===== src/hdl/dri_pkg.sv =====
package dri_pkg;
  // Clock and array geometry.
  localparam int CLK_PERIOD_NS = 100;
  localparam int ADDR_W        = 14;
  localparam int HALF_W        = 7;
  localparam int ROW_COUNT     = 128;
  localparam int SYNC_STAGES   = 2;
  localparam int WARMUP_CYCLES = 8;
  // Strobe timing of the fastest grade, in nanoseconds; refresh period in milliseconds.
  localparam int TRAS_MIN_NS = 150;
  localparam int TRAS_MAX_NS = 10000;
  localparam int TRP_NS      = 100;
  localparam int TCAC_NS     = 100;
  localparam int TRAC_NS     = 150;
  localparam int TREF_MS     = 2;
  // Cycle counts: least times round up, longest times round down.
  localparam int TRAS_MIN_CYC =
    (TRAS_MIN_NS + CLK_PERIOD_NS - 1) / CLK_PERIOD_NS;
  localparam int TRAS_MAX_CYC = TRAS_MAX_NS / CLK_PERIOD_NS;
  localparam int TRP_CYC = (TRP_NS + CLK_PERIOD_NS - 1) / CLK_PERIOD_NS;
  localparam int TCAC_CYC = (TCAC_NS + CLK_PERIOD_NS - 1) / CLK_PERIOD_NS;
  localparam int TRAC_CYC = (TRAC_NS + CLK_PERIOD_NS - 1) / CLK_PERIOD_NS;
  localparam int REF_INT_CYC =
    (TREF_MS * 1000000 / ROW_COUNT) / CLK_PERIOD_NS;
  localparam int CAS_LO_CYC    = TCAC_CYC + 1 + SYNC_STAGES;
  localparam int PAGE_COST_CYC = CAS_LO_CYC + 3;
  // Field positions of the word address.
  localparam int ROW_LSB = HALF_W;
  localparam int COL_LSB = 0;

  typedef enum logic [1:0] {
    DRI_OP_READ  = 2'h0,
    DRI_OP_WRITE = 2'h1,
    DRI_OP_RMW   = 2'h2
  } dri_op_t;

  typedef struct packed {
    dri_op_t             op;
    logic [ADDR_W-1:0]   addr;
    logic                wdata;
  } dri_req_t;

  typedef struct packed {
    logic                ras_n;
    logic                cas_n;
    logic                we_n;
    logic                d;
    logic [HALF_W-1:0]   muxed_line_bus;
  } dri_pins_t;

  localparam dri_pins_t PINS_RESET = '{ras_n: 1'h1, cas_n: 1'h1,
    we_n: 1'h1, d: 1'h0, muxed_line_bus: 7'h00};

  typedef enum logic [6:0] {
    ST_IDLE  = 7'h01,
    ST_ROW   = 7'h02,
    ST_RASLO = 7'h04,
    ST_COL   = 7'h08,
    ST_CASLO = 7'h10,
    ST_WRSTB = 7'h20,
    ST_PRE   = 7'h40
  } dri_state_t;
endpackage : dri_pkg


===== src/hdl/dri_host.sv =====
`timescale 1ns/1ns
// Summary of operation
// - A 14-bit word address is sent as row then column halves.
// - Address lines are stable before each row and column strobe fall.
// - Early write holds the input bit around the column strobe fall.
// - Delayed write holds the input bit around the store select fall.
// - Every row is refreshed at least once every two milliseconds.
// - Refresh strobes each of 128 rows with column strobe high.
// - Page mode strobes several columns under one held row strobe.
// - Eight dummy cycles run after power-up before normal use.
// - Row strobe stays low between 150 ns and 10,000 ns.
// - Row strobe stays high at least 100 ns between active periods.
module dri_host (
  // Clock and reset.
  input  wire logic            CORE_CLK,
  input  wire logic            RESETN,
  // Request port.
  input  wire logic            REQ_VALID,
  input  wire dri_pkg::dri_req_t REQ,
  output logic                 REQ_READY,
  output logic                 RD_VALID,
  output logic                 RD_DATA,
  output logic                 INIT_DONE,
  // Memory pins.
  output dri_pkg::dri_pins_t   MEM_OUT,
  input  wire logic            MEM_Q
);
  dri_pkg::dri_state_t state_reg;
  dri_pkg::dri_pins_t  pins_reg;
  dri_pkg::dri_req_t   req_reg;
  logic [2:0]          cnt_reg;
  logic [7:0]          ras_cnt_reg;
  logic [7:0]          ref_tmr_reg;
  logic [8:0]          ref_age_reg;
  logic [6:0]          ref_row_reg;
  logic [3:0]          warm_cnt_reg;
  logic                ref_due_reg;
  logic                ref_cyc_reg;
  logic                pend_reg;
  logic                ready_reg;
  logic                rd_valid_reg;
  logic                rd_data_reg;
  logic                init_done_reg;
  logic                q_s1_reg;
  logic                q_s2_reg;
  logic                accept;
  logic                ref_start;
  logic                same_row;
  logic                budget_ok;

  assign accept    = ready_reg && REQ_VALID;
  assign ref_start = (state_reg == dri_pkg::ST_IDLE) && !accept &&
                     (ref_due_reg || !init_done_reg);
  assign same_row  = REQ.addr[13:7] == req_reg.addr[13:7];
  assign budget_ok = (int'(ras_cnt_reg) + dri_pkg::PAGE_COST_CYC + 2)
                     < dri_pkg::TRAS_MAX_CYC;

  assign MEM_OUT   = pins_reg;
  assign REQ_READY = ready_reg;
  assign RD_VALID  = rd_valid_reg;
  assign RD_DATA   = rd_data_reg;
  assign INIT_DONE = init_done_reg;

  // The data output pin floats outside reads, so it is only synchronised.
  always_ff @(posedge CORE_CLK or negedge RESETN) begin
    if (!RESETN) begin
      q_s1_reg <= 1'h0;
      q_s2_reg <= 1'h0;
    end else begin
      q_s1_reg <= MEM_Q;
      q_s2_reg <= q_s1_reg;
    end
  end

  // Refresh pacing; a tick in the cycle of the clear keeps the request.
  always_ff @(posedge CORE_CLK or negedge RESETN) begin
    if (!RESETN) begin
      ref_tmr_reg <= 8'h00;
      ref_due_reg <= 1'h0;
      ref_age_reg <= 9'h000;
    end else begin
      if (ref_tmr_reg == 8'(dri_pkg::REF_INT_CYC - 1)) begin
        ref_tmr_reg <= 8'h00;
        ref_due_reg <= 1'h1;
      end else begin
        ref_tmr_reg <= ref_tmr_reg + 8'h01;
        if (ref_start)
          ref_due_reg <= 1'h0;
      end
      if (ref_start)
        ref_age_reg <= 9'h000;
      else if (ref_age_reg != 9'h1FF)
        ref_age_reg <= ref_age_reg + 9'h001;
    end
  end

  // Row strobe low time, used to stop paging before the longest width.
  always_ff @(posedge CORE_CLK or negedge RESETN) begin
    if (!RESETN)
      ras_cnt_reg <= 8'h00;
    else if (pins_reg.ras_n)
      ras_cnt_reg <= 8'h00;
    else
      ras_cnt_reg <= ras_cnt_reg + 8'h01;
  end

  // Warm-up: the first refresh cycles double as the dummy cycles.
  always_ff @(posedge CORE_CLK or negedge RESETN) begin
    if (!RESETN) begin
      warm_cnt_reg  <= 4'h0;
      init_done_reg <= 1'h0;
    end else begin
      if (ref_start && warm_cnt_reg != 4'(dri_pkg::WARMUP_CYCLES))
        warm_cnt_reg <= warm_cnt_reg + 4'h1;
      if (warm_cnt_reg == 4'(dri_pkg::WARMUP_CYCLES) &&
          state_reg == dri_pkg::ST_IDLE)
        init_done_reg <= 1'h1;
    end
  end

  always_ff @(posedge CORE_CLK or negedge RESETN) begin
    if (!RESETN) begin
      state_reg    <= dri_pkg::ST_IDLE;
      pins_reg     <= dri_pkg::PINS_RESET;
      req_reg      <= '0;
      cnt_reg      <= 3'h0;
      ref_row_reg  <= 7'h00;
      ref_cyc_reg  <= 1'h0;
      pend_reg     <= 1'h0;
      ready_reg    <= 1'h0;
      rd_valid_reg <= 1'h0;
      rd_data_reg  <= 1'h0;
    end else begin
      rd_valid_reg <= 1'h0;
      cnt_reg      <= cnt_reg + 3'h1;
      unique case (state_reg)
        dri_pkg::ST_IDLE: begin
          ready_reg <= init_done_reg && !ref_due_reg;
          if (accept) begin
            req_reg     <= REQ;
            ready_reg   <= 1'h0;
            ref_cyc_reg <= 1'h0;
            pins_reg.muxed_line_bus <= REQ.addr[13:7];
            state_reg   <= dri_pkg::ST_ROW;
          end else if (ref_start) begin
            ready_reg   <= 1'h0;
            ref_cyc_reg <= 1'h1;
            pins_reg.muxed_line_bus <= ref_row_reg;
            state_reg   <= dri_pkg::ST_ROW;
          end
        end
        dri_pkg::ST_ROW: begin
          pins_reg.ras_n <= 1'h0;
          cnt_reg        <= 3'h0;
          state_reg      <= dri_pkg::ST_RASLO;
        end
        dri_pkg::ST_RASLO: begin
          if (ref_cyc_reg) begin
            if (cnt_reg == 3'(dri_pkg::TRAS_MIN_CYC - 1)) begin
              pins_reg.ras_n <= 1'h1;
              ref_row_reg    <= ref_row_reg + 7'h01;
              cnt_reg        <= 3'h0;
              state_reg      <= dri_pkg::ST_PRE;
            end
          end else begin
            pins_reg.muxed_line_bus <= req_reg.addr[6:0];
            pins_reg.we_n <= req_reg.op != dri_pkg::DRI_OP_WRITE;
            pins_reg.d    <= req_reg.wdata;
            state_reg     <= dri_pkg::ST_COL;
          end
        end
        dri_pkg::ST_COL: begin
          pins_reg.cas_n <= 1'h0;
          cnt_reg        <= 3'h0;
          state_reg      <= dri_pkg::ST_CASLO;
        end
        dri_pkg::ST_CASLO: begin
          // Long enough for access time plus the input synchroniser.
          if (cnt_reg == 3'(dri_pkg::CAS_LO_CYC - 1)) begin
            if (req_reg.op != dri_pkg::DRI_OP_WRITE) begin
              rd_valid_reg <= 1'h1;
              rd_data_reg  <= q_s2_reg;
            end
            if (req_reg.op == dri_pkg::DRI_OP_RMW) begin
              pins_reg.we_n <= 1'h0;
              state_reg     <= dri_pkg::ST_WRSTB;
            end else begin
              pins_reg.cas_n <= 1'h1;
              pins_reg.we_n  <= 1'h1;
              ready_reg      <= budget_ok && !ref_due_reg;
              state_reg      <= dri_pkg::ST_PRE;
              pend_reg       <= 1'h1;
            end
          end
        end
        dri_pkg::ST_WRSTB: begin
          pins_reg.cas_n <= 1'h1;
          pins_reg.we_n  <= 1'h1;
          ready_reg      <= budget_ok && !ref_due_reg;
          state_reg      <= dri_pkg::ST_PRE;
          pend_reg       <= 1'h1;
        end
        dri_pkg::ST_PRE: begin
          // With pend_reg set and the row still low, this is the page
          // window; otherwise it is the row precharge.
          if (pend_reg && !pins_reg.ras_n) begin
            ready_reg <= 1'h0;
            pend_reg  <= 1'h0;
            cnt_reg   <= 3'h0;
            if (accept) begin
              req_reg <= REQ;
              if (same_row) begin
                pins_reg.muxed_line_bus <= REQ.addr[6:0];
                pins_reg.we_n <= REQ.op != dri_pkg::DRI_OP_WRITE;
                pins_reg.d    <= REQ.wdata;
                state_reg     <= dri_pkg::ST_COL;
              end else begin
                pend_reg       <= 1'h1;
                pins_reg.ras_n <= 1'h1;
              end
            end else begin
              pins_reg.ras_n <= 1'h1;
            end
          end else if (cnt_reg >= 3'(dri_pkg::TRP_CYC - 1)) begin
            pend_reg <= 1'h0;
            if (pend_reg) begin
              ref_cyc_reg <= 1'h0;
              pins_reg.muxed_line_bus <= req_reg.addr[13:7];
              state_reg   <= dri_pkg::ST_ROW;
            end else begin
              ready_reg <= init_done_reg && !ref_due_reg;
              state_reg <= dri_pkg::ST_IDLE;
            end
          end
        end
      endcase
    end
  end
endmodule : dri_host


===== config.mk =====
export PLATFORM = sky130hd
export DESIGN_NAME = dri_host
export DESIGN_NICKNAME = d
export VERILOG_FILES = /design/src/hdl/dri_pkg.sv /design/src/hdl/dri_host.sv
export SDC_FILE = /design/constraint.sdc
export NUM_CORES = 1
export LEC_CHECK = 0
export ABC_AREA = 0
export BUFFER_PORTS_ARGS = -buffer_cell sky130_fd_sc_hd__buf_4
export CORE_AREA = 2 2 91 93
export CTS_CLUSTER_DIAMETER = 150
export DETAILED_ROUTE_END_ITERATION = 8
export DIE_AREA = 0 0 93 95
export PLACE_DENSITY = 0.65
export SYNTH_ARGS = -nofsm -noshare
export SYNTH_HDL_FRONTEND = slang
export SYNTH_SLANG_ARGS = --single-unit

===== constraint.sdc =====
create_clock -name CORE_CLK -period 6.2 [get_ports CORE_CLK]
set_input_delay 1.24 -clock CORE_CLK [delete_from_list [all_inputs] [get_ports CORE_CLK]]
set_output_delay 1.24 -clock CORE_CLK [all_outputs]
set_load 0.01 [all_outputs]

# Word level (Yosys, flattened, before mapping)

Index checks and enable logic that the tools add are counted.

Flip-flop bits (word level): 74
Bits in latches: 0
RAM bits: 0
Memory bits (read-only): 0
Input port bits: 21
Output and inout port bits: 15
Memories kept: 0

$add $sub $neg: 7
Multipliers: 0
Div/mod/pow operators: 0
Magnitude comparators: 2
Equal/unequal tests: 35
Shift operators: 0
Muxes and demuxes: 68
Bitwise operators: 0
Reductions and logical operators: 35

Operators with widths:

| kind                                                         | count |
|---|---|
| two-way mux 7 bit                                            | 15 |
| one-hot mux 7 bit (7 select lines)                           | 1 |
| two-way mux 17 bit                                           | 2 |
| one-hot mux 17 bit (2 select lines)                          | 1 |
| two-way mux 1 bit                                            | 29 |
| two-way mux 9 bit                                            | 3 |
| != test 3 bit (second input constant)                        | 8 |
| != test 2 bit (second input constant)                        | 11 |
| one-hot mux 7 bit (3 select lines)                           | 1 |
| AND reduction 5 bit                                          | 4 |
| adder 8 x 1 -> 8 bit (second input constant)                 | 2 |
| two-way mux 8 bit                                            | 2 |
| AND reduction 6 bit                                          | 2 |
| nonzero test 3 bit                                           | 4 |
| adder 9 x 2 -> 10 bit (second input constant)                | 1 |
| less-than comparator 10 x 7 -> 1 bit (second input constant) | 1 |
| adder 8 x 3 -> 9 bit (second input constant)                 | 1 |
| two-way mux 3 bit                                            | 3 |
| one-hot mux 1 bit (3 select lines)                           | 3 |
| one-hot mux 3 bit (3 select lines)                           | 1 |
| AND reduction 3 bit                                          | 3 |
| == test 8 bit (second input constant)                        | 1 |
| logical AND 1 bit                                            | 8 |
| one-hot mux 1 bit (4 select lines)                           | 2 |
| other kinds (28)                                             | 38 |

# Longest topological paths before layout

Gate-level depths: netlist of run 1.

Depth after elaboration: 7
Gate-level depth with buffers: 8
Depth with buffers taken out: 7

# Least setup slack after synthesis of run 1

No wires, ideal clock.

Kind: input -> register
Start point: in REQ[14] in the netlist's numbering
End point: reg pins_reg (netlist bit MEM_OUT[0])
Library setup time: 0.125 ns
Arrival time: 2.564 ns
Data required time: 6.075 ns
Setup slack: 3.511 ns
Cell stages on the path: 5
Cells stage by stage: xor2_1 nor4_1 o22a_1 o2111ai_2 mux2_2

Longest elaborated chain between the ends: 3

Ends and longest elaborated chain:

| what                          | line            | text |
|---|---|---|
| start, declared               | dri_host.sv:19  | `input wire dri_pkg::dri_req_t REQ,` |
| == test 7 bit                 | dri_host.sv:54  | `assign same_row = REQ.addr[13:7] == req_reg.addr[13:7];` |
| != test 3 bit (no line)       | -               |  |
| AND reduction 7 bit (no line) | -               |  |
| end signal, assigned          | dri_host.sv:124 | `pins_reg <= dri_pkg::PINS_RESET;` |
| end, declared                 | dri_host.sv:29  | `dri_pkg::dri_pins_t pins_reg;` |

No other way between the ends.
A chain may end at the register's enable or synchronous reset.

# Worst setup path after layout of run 1

Start point: reg state_reg[3]
End point: reg pins_reg (netlist bit MEM_OUT[4])

Longest elaborated chain between the ends: 5
Elaborated cells between the ends (all ways): 14
Classes of those cells: 9 x eq/ne; 1 x mux; 4 x reduce/logical

Ends and longest elaborated chain:

| what                           | line                            | text |
|---|---|---|
| start, declared                | dri_host.sv:28                  | `dri_pkg::dri_state_t state_reg;` |
| start signal, assigned         | dri_host.sv:123                 | `state_reg <= dri_pkg::ST_IDLE;` |
| start signal, assigned         | dri_host.sv:144                 | `state_reg <= dri_pkg::ST_ROW;` |
| start signal, assigned         | dri_host.sv:149                 | `state_reg <= dri_pkg::ST_ROW;` |
| == test 7 x 1 -> 1 bit         | dri_host.sv:52, dri_host.sv:136 |  |
| logical AND 1 bit (2 in a row) | dri_host.sv:52                  | `assign ref_start = (state_reg == dri_pkg::ST_IDLE) && !accept &&` |
| != test 3 bit (no line)        | -                               |  |
| AND reduction 7 bit (no line)  | -                               |  |

Several ways; a longest one is shown, not always the timed one.

==> results.json, run 1 <==
{
  "status": "complete, no violations",
  "firstDrtPassIters": 4,
  "initial_core_util_pct": 48.22,
  "drc_errors": 0,
  "rows": 33,
  "synth_edf_count": 0,
  "grt_max_degree": 75,
  "cts_resized": 0,
  "wl_met2_um": 4002,
  "start_kind": "register",
  "drt-met1-wl_um": 3558,
  "track_usage_pct": 19.78,
  "setup_tns_ns": 0,
  "async_reset_ff_share_pct": 100.0,
  "power_uw": 1706,
  "cts-htree-levels": 3,
  "worst_pin_slew_ns": 1.097,
  "netlist_area_mm2": 0.003822,
  "r2r_setup_slack_ns": 3.44,
  "cp_max_fo": 15,
  "syn_nets": 376,
  "synth_largest_area_cell": "dfrtp_1",
  "post-dp-hpwl_um": 5650,
  "dieArea_mm2": 0.008835,
  "routedWlPerCell_um": 16.23,
  "cts_hold_buf": 0,
  "finalHoldViolCount": 0,
  "cts_setup_buffers": 0,
  "clk_latency_ns": 0.34,
  "slew_violations": 0,
  "synthFlopType": "dfrtp_1",
  "overflow": 0,
  "vias": 2735,
  "required_ns": 6.43,
  "die_w_um": 93,
  "synth.area.top_cells": "dfrtp_1 (46%), mux2_2 (8.2%), xnor2_1 (4.4%), mux2i_1 (3.9%), nand2_1 (3.4%)",
  "clock-sinks": 74,
  "gp_congestion": 0.8545,
  "power_density_mw_per_mm2": 390.3,
  "finalSetupViolCount": 0,
  "irDropWorstVdd_mv": 0.1737,
  "tritoncts": "done",
  "syn_avg_cell_area_um2": 11.02,
  "largest_reg_flops": 17,
  "grt_pass1_vias": 2671,
  "path_clk_slew_ns": 0.08,
  "syn_to_final_growth_pct": 14.34,
  "port_buffers": 35,
  "finalNonFillerCells": 493,
  "worstSetupEndpointType": "register",
  "maxCapViolations": 0,
  "cts_root_buffer": "clkbuf_8",
  "first_iter_violations": 147,
  "routed.top_layer": "met4",
  "arrival_ns": 3.00,
  "yosysMostFrequentCell": "dfrtp_1",
  "p_leak_uw": 0.002045,
  "synth.distinct_cells": 62,
  "synth-seq-cells": 74,
  "yosys_warnings": 0,
  "max_slew_margin_pct": 26.71,
  "dieHeight_um": 95,
  "numCtsBuffers": 9,
  "synth_common_cells": "dfrtp_1 (70), nand2_1 (35), mux2_2 (28)",
  "antenna_found_initial": 0,
  "grt_setup_unrepaired": "false",
  "layout-drive-gt1-share_pct": 25.00,
  "min_path_type": "reg2reg",
  "fin_util_pct": 55.13,
  "n_antenna_cell": 0,
  "io_pins": 36,
  "antenna_left": 0,
  "finalCritPeriodShare_pct": 44.56,
  "placedCellCount": 478,
  "grt_pass1_wl_um": 13480,
  "wl_met3_um": 363,
  "critical_path_class": "reg2reg",
  "core_mm2": 0.007928,
  "fmax_mhz": 361.9,
  "viasPerCell": 5.548,
  "routed_wl_um": 8003,
  "post-route-min-period_ns": 2.763,
  "synth_top_area_share_pct": 45.83,
  "ys_seq_area_share_pct": 48.58,
  "cts_buffer_depth": 2,
  "syn_inst": 347,
  "clock_skew_ns": 0.01358,
  "final_nets": 413
}
[worst paths after layout]
| path | startpoint | to | depth (start not counted) |
|---|---|---|---|
| min in group asynchronous | RESETN | warm_cnt_reg[0] | 1 |
| min | q_s1_reg | q_s2_reg | 0 |
| max | state_reg[3] | MEM_OUT[4] | 4 |
| max reg2reg | state_reg[3] | MEM_OUT[4] | 4 |
| max in group asynchronous | RESETN | REQ_READY | 1 |
| min reg2reg | q_s1_reg | q_s2_reg | 0 |
[placed cells by master (no fill, tap or decap), types with 4 or more instances in the layout]
cell type,Yosys,layout
o221ai_1,8,8
dfstp_2,4,4
a21oi_1,11,11
mux2i_1,15,15
and3_1,8,8
nand2b_1,6,6
o21ai_0,7,7
mux2_2,28,28
nand4_1,5,5
ha_1,8,8
nor3_1,5,5
nor2b_1,7,7
clkbuf_8,0,10
nand2_1,35,35
xnor2_1,19,19
nor2_1,23,23
nand3b_1,4,4
xor2_1,9,9
dfrtp_1,70,70
nand3_1,15,15
buf_4,2,36
inv_1,7,7
[power breakdown]
| group | internal, µW | leakage, µW | switching (µW) | total [µW] |
|---|---|---|---|---|
| Clock | 196 | 0.0000958 | 177 | 372 |
| Sequential | 596 | 0.000946 | 132 | 728 |
| Combinational | 284 | 0.00100 | 321 | 605 |
[final cells by class]
class	count	area, µm²
Tap cell	105	131.4
Multi-Input combinational cell	256	1893
Clock inverter	4	51.30
Timing Repair Buffer	36	270.3
Fill cell	744	3557
Inverter	7	26.28
Sequential cell	74	1857
Clock buffer	11	141.4
[kinds of logic after synthesis]
group	after synthesis	synth area share (%)
multiplexers	44	12.57
buffers and inverters	17	1.898
flip-flops	74	48.58
AND/OR/NAND/NOR	130	18.79
AO/OA/AOI/OAI	46	9.133
adder cells (fa/ha/maj)	8	2.619
XOR/XNOR	28	6.416
[critical path, cell delays in order, from the launching register on]
cell and delay [ns]:
dfrtp_1 0.47, nor4_2 0.57, nand3_1 0.62, o2111ai_2 0.60, mux2_2 0.39
[layer usage]
layer | vias to the layer above | global-route usage (%)
li1 | 1317 | -
met1 | 1343 | 26.63
met2 | 68 | 32.43
met3 | 7 | 5.028
met4 | 0 | 4.534
met5 | - | 0
[stage by stage]
step / hold WS [ns] / cell area [µm²] / worst slack (ns)
after detailed placement: 0.3618 / 4178 / 3.087
after CTS: 0.3820 / 4370 / 3.458
after global placement: 0.3562 / 4178 / 3.182
after global routing: 0.3852 / 4370 / 3.192
after floorplan: 0.3312 / 3822 / 3.511
final: 0.3820 / 4370 / 3.437
Power figures use the tool's default switching activity.
==> inputs of run 2 (changes only) <==
ABC_AREA = 1   (was 0)
CORE_AREA = 2 2 94 96   (was 2 2 91 93)
DIE_AREA = 0 0 96 98   (was 0 0 93 95)
PLACE_DENSITY = 0.64   (was 0.65)
clock period = 2.9 ns   (was 6.2 ns; I/O delays follow)
==> run 2 against run 1 <==
Against the previous run: register-to-register slack worse by 2.5 ns; sequential power is 98% higher; synthesized cell count is 48% higher; sequential share of layout area is 2.1 points lower; final area is 5.3% higher; critical endpoint is now req_reg[15].
==> results.json, run 2 <==
{
  "cts_resized": 0,
  "overflow": 0,
  "holdWs_ns": 0.3249,
  "netlist_area_mm2": 0.004059,
  "dieArea_mm2": 0.009408,
  "viasPerCell": 5.072,
  "rr_worst_depth": 8,
  "yosysMostFrequentCell": "nand2_1",
  "cp_max_fo": 34,
  "cts_hold_buf": 0,
  "finalCritPeriodShare_pct": 67.89,
  "syn_nets": 543,
  "synth-seq-cells": 74,
  "path_cells": "nor2_2 > nand2_2 > nor2_8 > nand2_2 > nand2_1 > nand2_2 > nor2_1 > a21oi_2",
  "rows": 34,
  "dpl_worst_slack_ns": 0.9209,
  "maxCapViolations": 0,
  "slew_violations": 0,
  "irDropWorstVdd_mv": 0.2779,
  "syn_avg_cell_area_um2": 7.897,
  "r2r_setup_slack_ns": 0.93,
  "largest_reg_flops": 17,
  "vias": 3363,
  "p_seq_share_pct": 39.6,
  "port_buffers": 35,
  "swShare_pct": 39.33,
  "core_mm2": 0.008466,
  "start_kind": "register",
  "ys_seq_area_share_pct": 45.75,
  "slowest_stage": "dfrtp_1",
  "track_usage_pct": 20.71,
  "min_path_type": "in2reg",
  "synth_top_area_share_pct": 43.16,
  "async_reset_ff_share_pct": 100.0,
  "worst_pin_slew_ns": 0.9339,
  "worstSetupEndpointType": "register",
  "final_cell_mix": "nand2_1 (137), dfrtp_1 (70), inv_1 (63), nor2_1 (45), buf_4 (35)",
  "cts_setup_buffers": 0,
  "critPathBufInv": 0,
  "post-route-min-period_ns": 1.969,
  "status": "complete, no violations",
  "synth.distinct_cells": 36,
  "arrival_ns": 2.20,
  "antenna_found_initial": 0,
  "synth_largest_area_cell": "dfrtp_1",
  "required_ns": 3.13,
  "clock-sinks": 74,
  "p_leak_uw": 0.002400,
  "cp.depth": 8,
  "post-dp-hpwl_um": 6285,
  "tritoncts": "done",
  "first_iter_violations": 165,
  "max_slew_margin_pct": 37.74,
  "power_density_mw_per_mm2": 791.0,
  "finalNonFillerCells": 663,
  "final.setup.worst_slack_ns": 0.9313,
  "path_common_cell": "nand2_2",
  "antenna_left": 0,
  "routed_wl_um": 8777,
  "numCtsBuffers": 9,
  "min_path_cells": 1,
  "grt_pass1_wl_um": 15390,
  "initial_core_util_pct": 47.95,
  "setup_tns_ns": 0,
  "dieHeight_um": 98,
  "grt_pass1_vias": 3412,
  "clk_latency_ns": 0.36,
  "syn_to_final_growth_pct": 13.41,
  "internal_power_uw": 2209,
  "synth.area.top_cells": "dfrtp_1 (43%), nand2_1 (13%), inv_1 (5.8%), nor2_1 (4.2%), nand3_1 (4.1%)",
  "finalSetupViolCount": 0,
  "gp_congestion": 0.8701,
  "final_common_cell": "nand2_1",
  "io_pins": 36,
  "grt_setup_unrepaired": "false",
  "cts_root_buffer": "clkbuf_8",
  "cts_buffer_depth": 2,
  "synthFlopType": "dfrtp_1",
  "p_sw_uw": 1432,
  "firstDrtPassIters": 5,
  "n_antenna_cell": 0,
  "finalHoldViolCount": 0,
  "clock_skew_ns": 0.01836,
  "syn_inst": 514,
  "comb_power_share_pct": 35.8,
  "critical_path_class": "reg2reg",
  "final_nets": 579,
  "yosys_warnings": 0,
  "die_w_um": 96,
  "cts-htree-levels": 3,
  "placedCellCount": 647,
  "layout-drive-gt1-share_pct": 16.22,
  "fmax_mhz": 508.0,
  "pwr-share-clk_pct": 24.5,
  "max_stage_delay_ns": 0.41,
  "synth_edf_count": 0,
  "crit_family": "simple AND/OR/NAND/NOR gates",
  "path_clk_slew_ns": 0.08,
  "drc_errors": 0,
  "routedWlPerCell_um": 13.24,
  "grt_max_degree": 75,
  "synth_common_cells": "nand2_1 (137), dfrtp_1 (70), inv_1 (63)"
}
==> run 2: cell count changes after synthesis, sizes merged, moves of 7 or more <==
cell,change
nor2,+37
nor2b,-7
o21ai,+36
and3,-7
nand2,+108
inv,+64
mux2,-27
nand3,+20
mux2i,-15
o221ai,-8
==> run 2: cells by family after synthesis <==
logic type	count (synthesis)	share of synthesized area (%)
compound gates	62	7.892
xor+xnor	23	4.963
fa+ha+maj	8	2.466
buf+inv	81	8.200
flops	74	45.75
mux	2	0.5548
simple gates	264	30.18
==> run 2: layout make-up <==
type / count / area [µm²]
clock buffer: 11 / 131.4
fill: 810 / 3862
multi-input combinational: 359 / 1869
clock inverter: 5 / 81.33
tap: 108 / 135.1
timing repair buffer: 35 / 262.8
sequential: 74 / 1857
inverter: 71 / 266.5
==> run 2: power groups by stage <==
| stage | Clock, µW | Sequential, µW | Combinational (µW) |
|---|---|---|---|
| 6_report | 893 | 1440 | 1300 |
| 5_1_grt | 948 | 1470 | 1500 |
| 4_1_cts | 900 | 1440 | 1310 |
| 3_5_place_dp | 0 | 1460 | 1310 |
| 3_3_place_gp | 0 | 1460 | 1260 |
| 2_1_floorplan | 0 | 1440 | 913 |
==> run 2: path summary, 6_finish.rpt <==
check	start	end
min	MEM_Q	q_s1_reg
max reg2reg	state_reg[5]	req_reg[15]
min reg2reg	q_s1_reg	q_s2_reg
max in group asynchronous	RESETN	req_reg[13]
max	state_reg[5]	req_reg[15]
min in group asynchronous	RESETN	ras_cnt_reg[4]
==> run 2: metrics by stage <==
stage / power, µW / instance area, µm² / util (%)
finish: 3641 / 4603 / 54.37
global route: 3922 / 4603 / 54.37
CTS: 3657 / 4603 / 54.37
detailed placement: 2764 / 4390 / 51.86
global placement: 2721 / 4390 / 51.86
floorplan: 2357 / 4059 / -
==> run 2: routing by layer <==
layer	vias to the layer above	share of wire, %	GRT usage [%]
li1	1695	-	-
met1	1578	48	28.23
met2	67	45	31.94
met3	23	4.1	3.704
met4	0	2.7	9.451
met5	-	0	0
==> inputs of run 3 (changes only) <==
clock period = 2 ns   (was 2.9 ns; I/O delays follow)
==> run 3 against run 2 <==
Against the previous run: cell count rose by 0.90%; maximum frequency rose by 11%; utilization rose by 0.92 points; clock power rose by 50%; die area did not move.
==> results.json, run 3 (synthesis gave the netlist of run 2 again) <==
{
  "status": "complete, no violations",
  "drc_errors": 0,
  "finalNonFillerCells": 669,
  "setup_tns_ns": 0,
  "n_antenna_cell": 0,
  "clock-sinks": 74,
  "clk_latency_ns": 0.35,
  "track_usage_pct": 20.51,
  "first_iter_violations": 144,
  "overflow": 0,
  "cp_max_fo": 8,
  "largest_reg_flops": 17,
  "grt_max_degree": 36,
  "port_buffers": 35,
  "start_kind": "register",
  "slew_violations": 0,
  "slowest_stage": "dfstp_2",
  "die_w_um": 96,
  "final_cell_mix": "nand2_1 (137), dfrtp_1 (70), inv_1 (63), nor2_1 (45), buf_4 (39)",
  "cts-htree-levels": 3,
  "power_density_mw_per_mm2": 1136,
  "max_stage_delay_ns": 0.58,
  "layout-drive-gt1-share_pct": 17.47,
  "critical_path_class": "reg2reg",
  "placedCellCount": 652,
  "path_common_cell": "nand2_1",
  "comb_power_share_pct": 36.2,
  "cts_root_buffer": "clkbuf_8",
  "irDropWorstVdd_mv": 0.5435,
  "antenna_left": 0,
  "path_clk_slew_ns": 0.08,
  "num-fill-cells": 773,
  "grt_setup_unrepaired": "false",
  "cts_setup_buffers": 0,
  "firstDrtPassIters": 4,
  "dieArea_mm2": 0.009408,
  "initial_core_util_pct": 47.95,
  "gp_congestion": 0.8232,
  "min_path_type": "in2reg",
  "rows": 34,
  "numCtsBuffers": 9,
  "swShare_pct": 38.66,
  "fmax_mhz": 564.2,
  "maxCapViolations": 0,
  "finalSetupViolCount": 0,
  "post-route-min-period_ns": 1.772,
  "vias": 3330,
  "place_area_mm2": 0.004441,
  "path_cells": "nor2_2 > nand2_4 > inv_2 > nand2_1 > nand2_1 > o21ai_2 > inv_2 > nand4_1 > nand2_1",
  "routed_wl_um": 8670,
  "critPathBufInv": 2,
  "syn_to_final_growth_pct": 15.32,
  "required_ns": 2.25,
  "crit_family": "simple AND/OR/NAND/NOR gates",
  "viasPerCell": 4.978,
  "final_common_cell": "nand2_1",
  "worstSetupEndpointType": "register",
  "dieHeight_um": 98,
  "internal_power_uw": 3261,
  "routedWlPerCell_um": 12.96,
  "finalCritPeriodShare_pct": 88.62,
  "clock_skew_ns": 0.005529,
  "finalHoldViolCount": 0,
  "p_sw_uw": 2055,
  "io_pins": 36,
  "tritoncts": "done",
  "fin_area_mm2": 0.004681,
  "worst_pin_slew_ns": 0.4168,
  "antenna_found_initial": 0,
  "p_leak_uw": 0.002438,
  "cts_buffer_depth": 2,
  "grt_pass1_vias": 3303,
  "arrival_ns": 2.02,
  "p_seq_share_pct": 38.5,
  "pwr-share-clk_pct": 25.2,
  "max_slew_margin_pct": 72.21,
  "grt_pass1_wl_um": 15030,
  "final_nets": 585,
  "core_mm2": 0.008466,
  "post-dp-hpwl_um": 6555
}
-- run 3: changes by cell type in the layout (fill, tap and decap cells not counted), sizes merged --
cell / before / now
buf: 35 / 40
clkbuf: 11 / 10
clkinv: 2 / 1
clkinvlp: 1 / 2
dlygate4sd3: 0 / 1
inv: 71 / 72
-- run 3: metal layers --
| layer | track usage, % | routed length (µm) | vias to the layer above |
|---|---|---|---|
| li1 | - | - | 1706 |
| met1 | 27.93 | 4185 | 1557 |
| met2 | 32.05 | 4021 | 55 |
| met3 | 3.935 | 352 | 12 |
| met4 | 8.132 | 110 | 0 |
| met5 | 0 | 0 | - |
-- run 3: cell type report --
| class | count | area [µm²] | share of cell area (%) |
|---|---|---|---|
| Multi-Input combinational cell | 359 | 1873 | 40.02 |
| Sequential cell | 74 | 1857 | 39.67 |
| Timing Repair Buffer | 41 | 322.8 | 6.897 |
| Inverter | 71 | 266.5 | 5.694 |
| Clock buffer | 10 | 137.6 | 2.940 |
| Tap cell | 108 | 135.1 | 2.887 |
| Clock inverter | 6 | 88.84 | 1.898 |
-- run 3: worst register-to-register path, stage by stage (launching register included) --
cell and delay (ns):
dfstp_2 0.58, nor2_2 0.06, nand2_4 0.12, inv_2 0.04, nand2_1 0.19, nand2_1 0.16
o21ai_2 0.19, inv_2 0.11, nand4_1 0.15, nand2_1 0.07
-- run 3: worst paths after layout --
kind / from / end / slack, ns / cells past startpoint
worst max-delay path: state_reg[0] / MEM_OUT[2] / 0.23 / 9
worst max register to register: state_reg[0] / MEM_OUT[2] / 0.23 / 9
max in group asynchronous: RESETN / MEM_OUT[1] / 0.96 / 3
worst min register to register: q_s1_reg / q_s2_reg / 0.35 / 0
worst min-delay path: MEM_Q / q_s1_reg / 0.14 / 1
min in group asynchronous: RESETN / ras_cnt_reg[2] / 0.49 / 2
-- run 3: through the flow --
| step | worst slack [ns] | hold slack, ns | util (%) | total power [µW] |
|---|---|---|---|---|
| after floorplan | 0.5584 | 0.1044 | - | 3417 |
| after global placement | 0.2002 | 0.3358 | 52.45 | 3956 |
| after detailed placement | 0.1922 | 0.3347 | 52.45 | 4007 |
| after CTS | 0.1747 | 0.1316 | 55.25 | 5358 |
| after global routing | 0.06505 | 0.1351 | 55.29 | 5734 |
| final | 0.2275 | 0.1443 | 55.29 | 5317 |
-- run 3: timing repair --
action                     4_1_cts  5_1_grt
hold endpoints to repair        20        0
gates resized for setup          0        1
setup endpoints to repair        0        7
hold buffers                     1        0
-- run 3: power by group through the flow --
stage / registers [µW] / clock network [µW] / logic [µW]
6_report: 2050 / 1340 / 1930
3_5_place_dp: 2080 / 0 / 1930
2_1_floorplan: 2090 / 0 / 1320
4_1_cts: 2050 / 1370 / 1940
5_1_grt: 2100 / 1430 / 2210
3_3_place_gp: 2070 / 0 / 1890
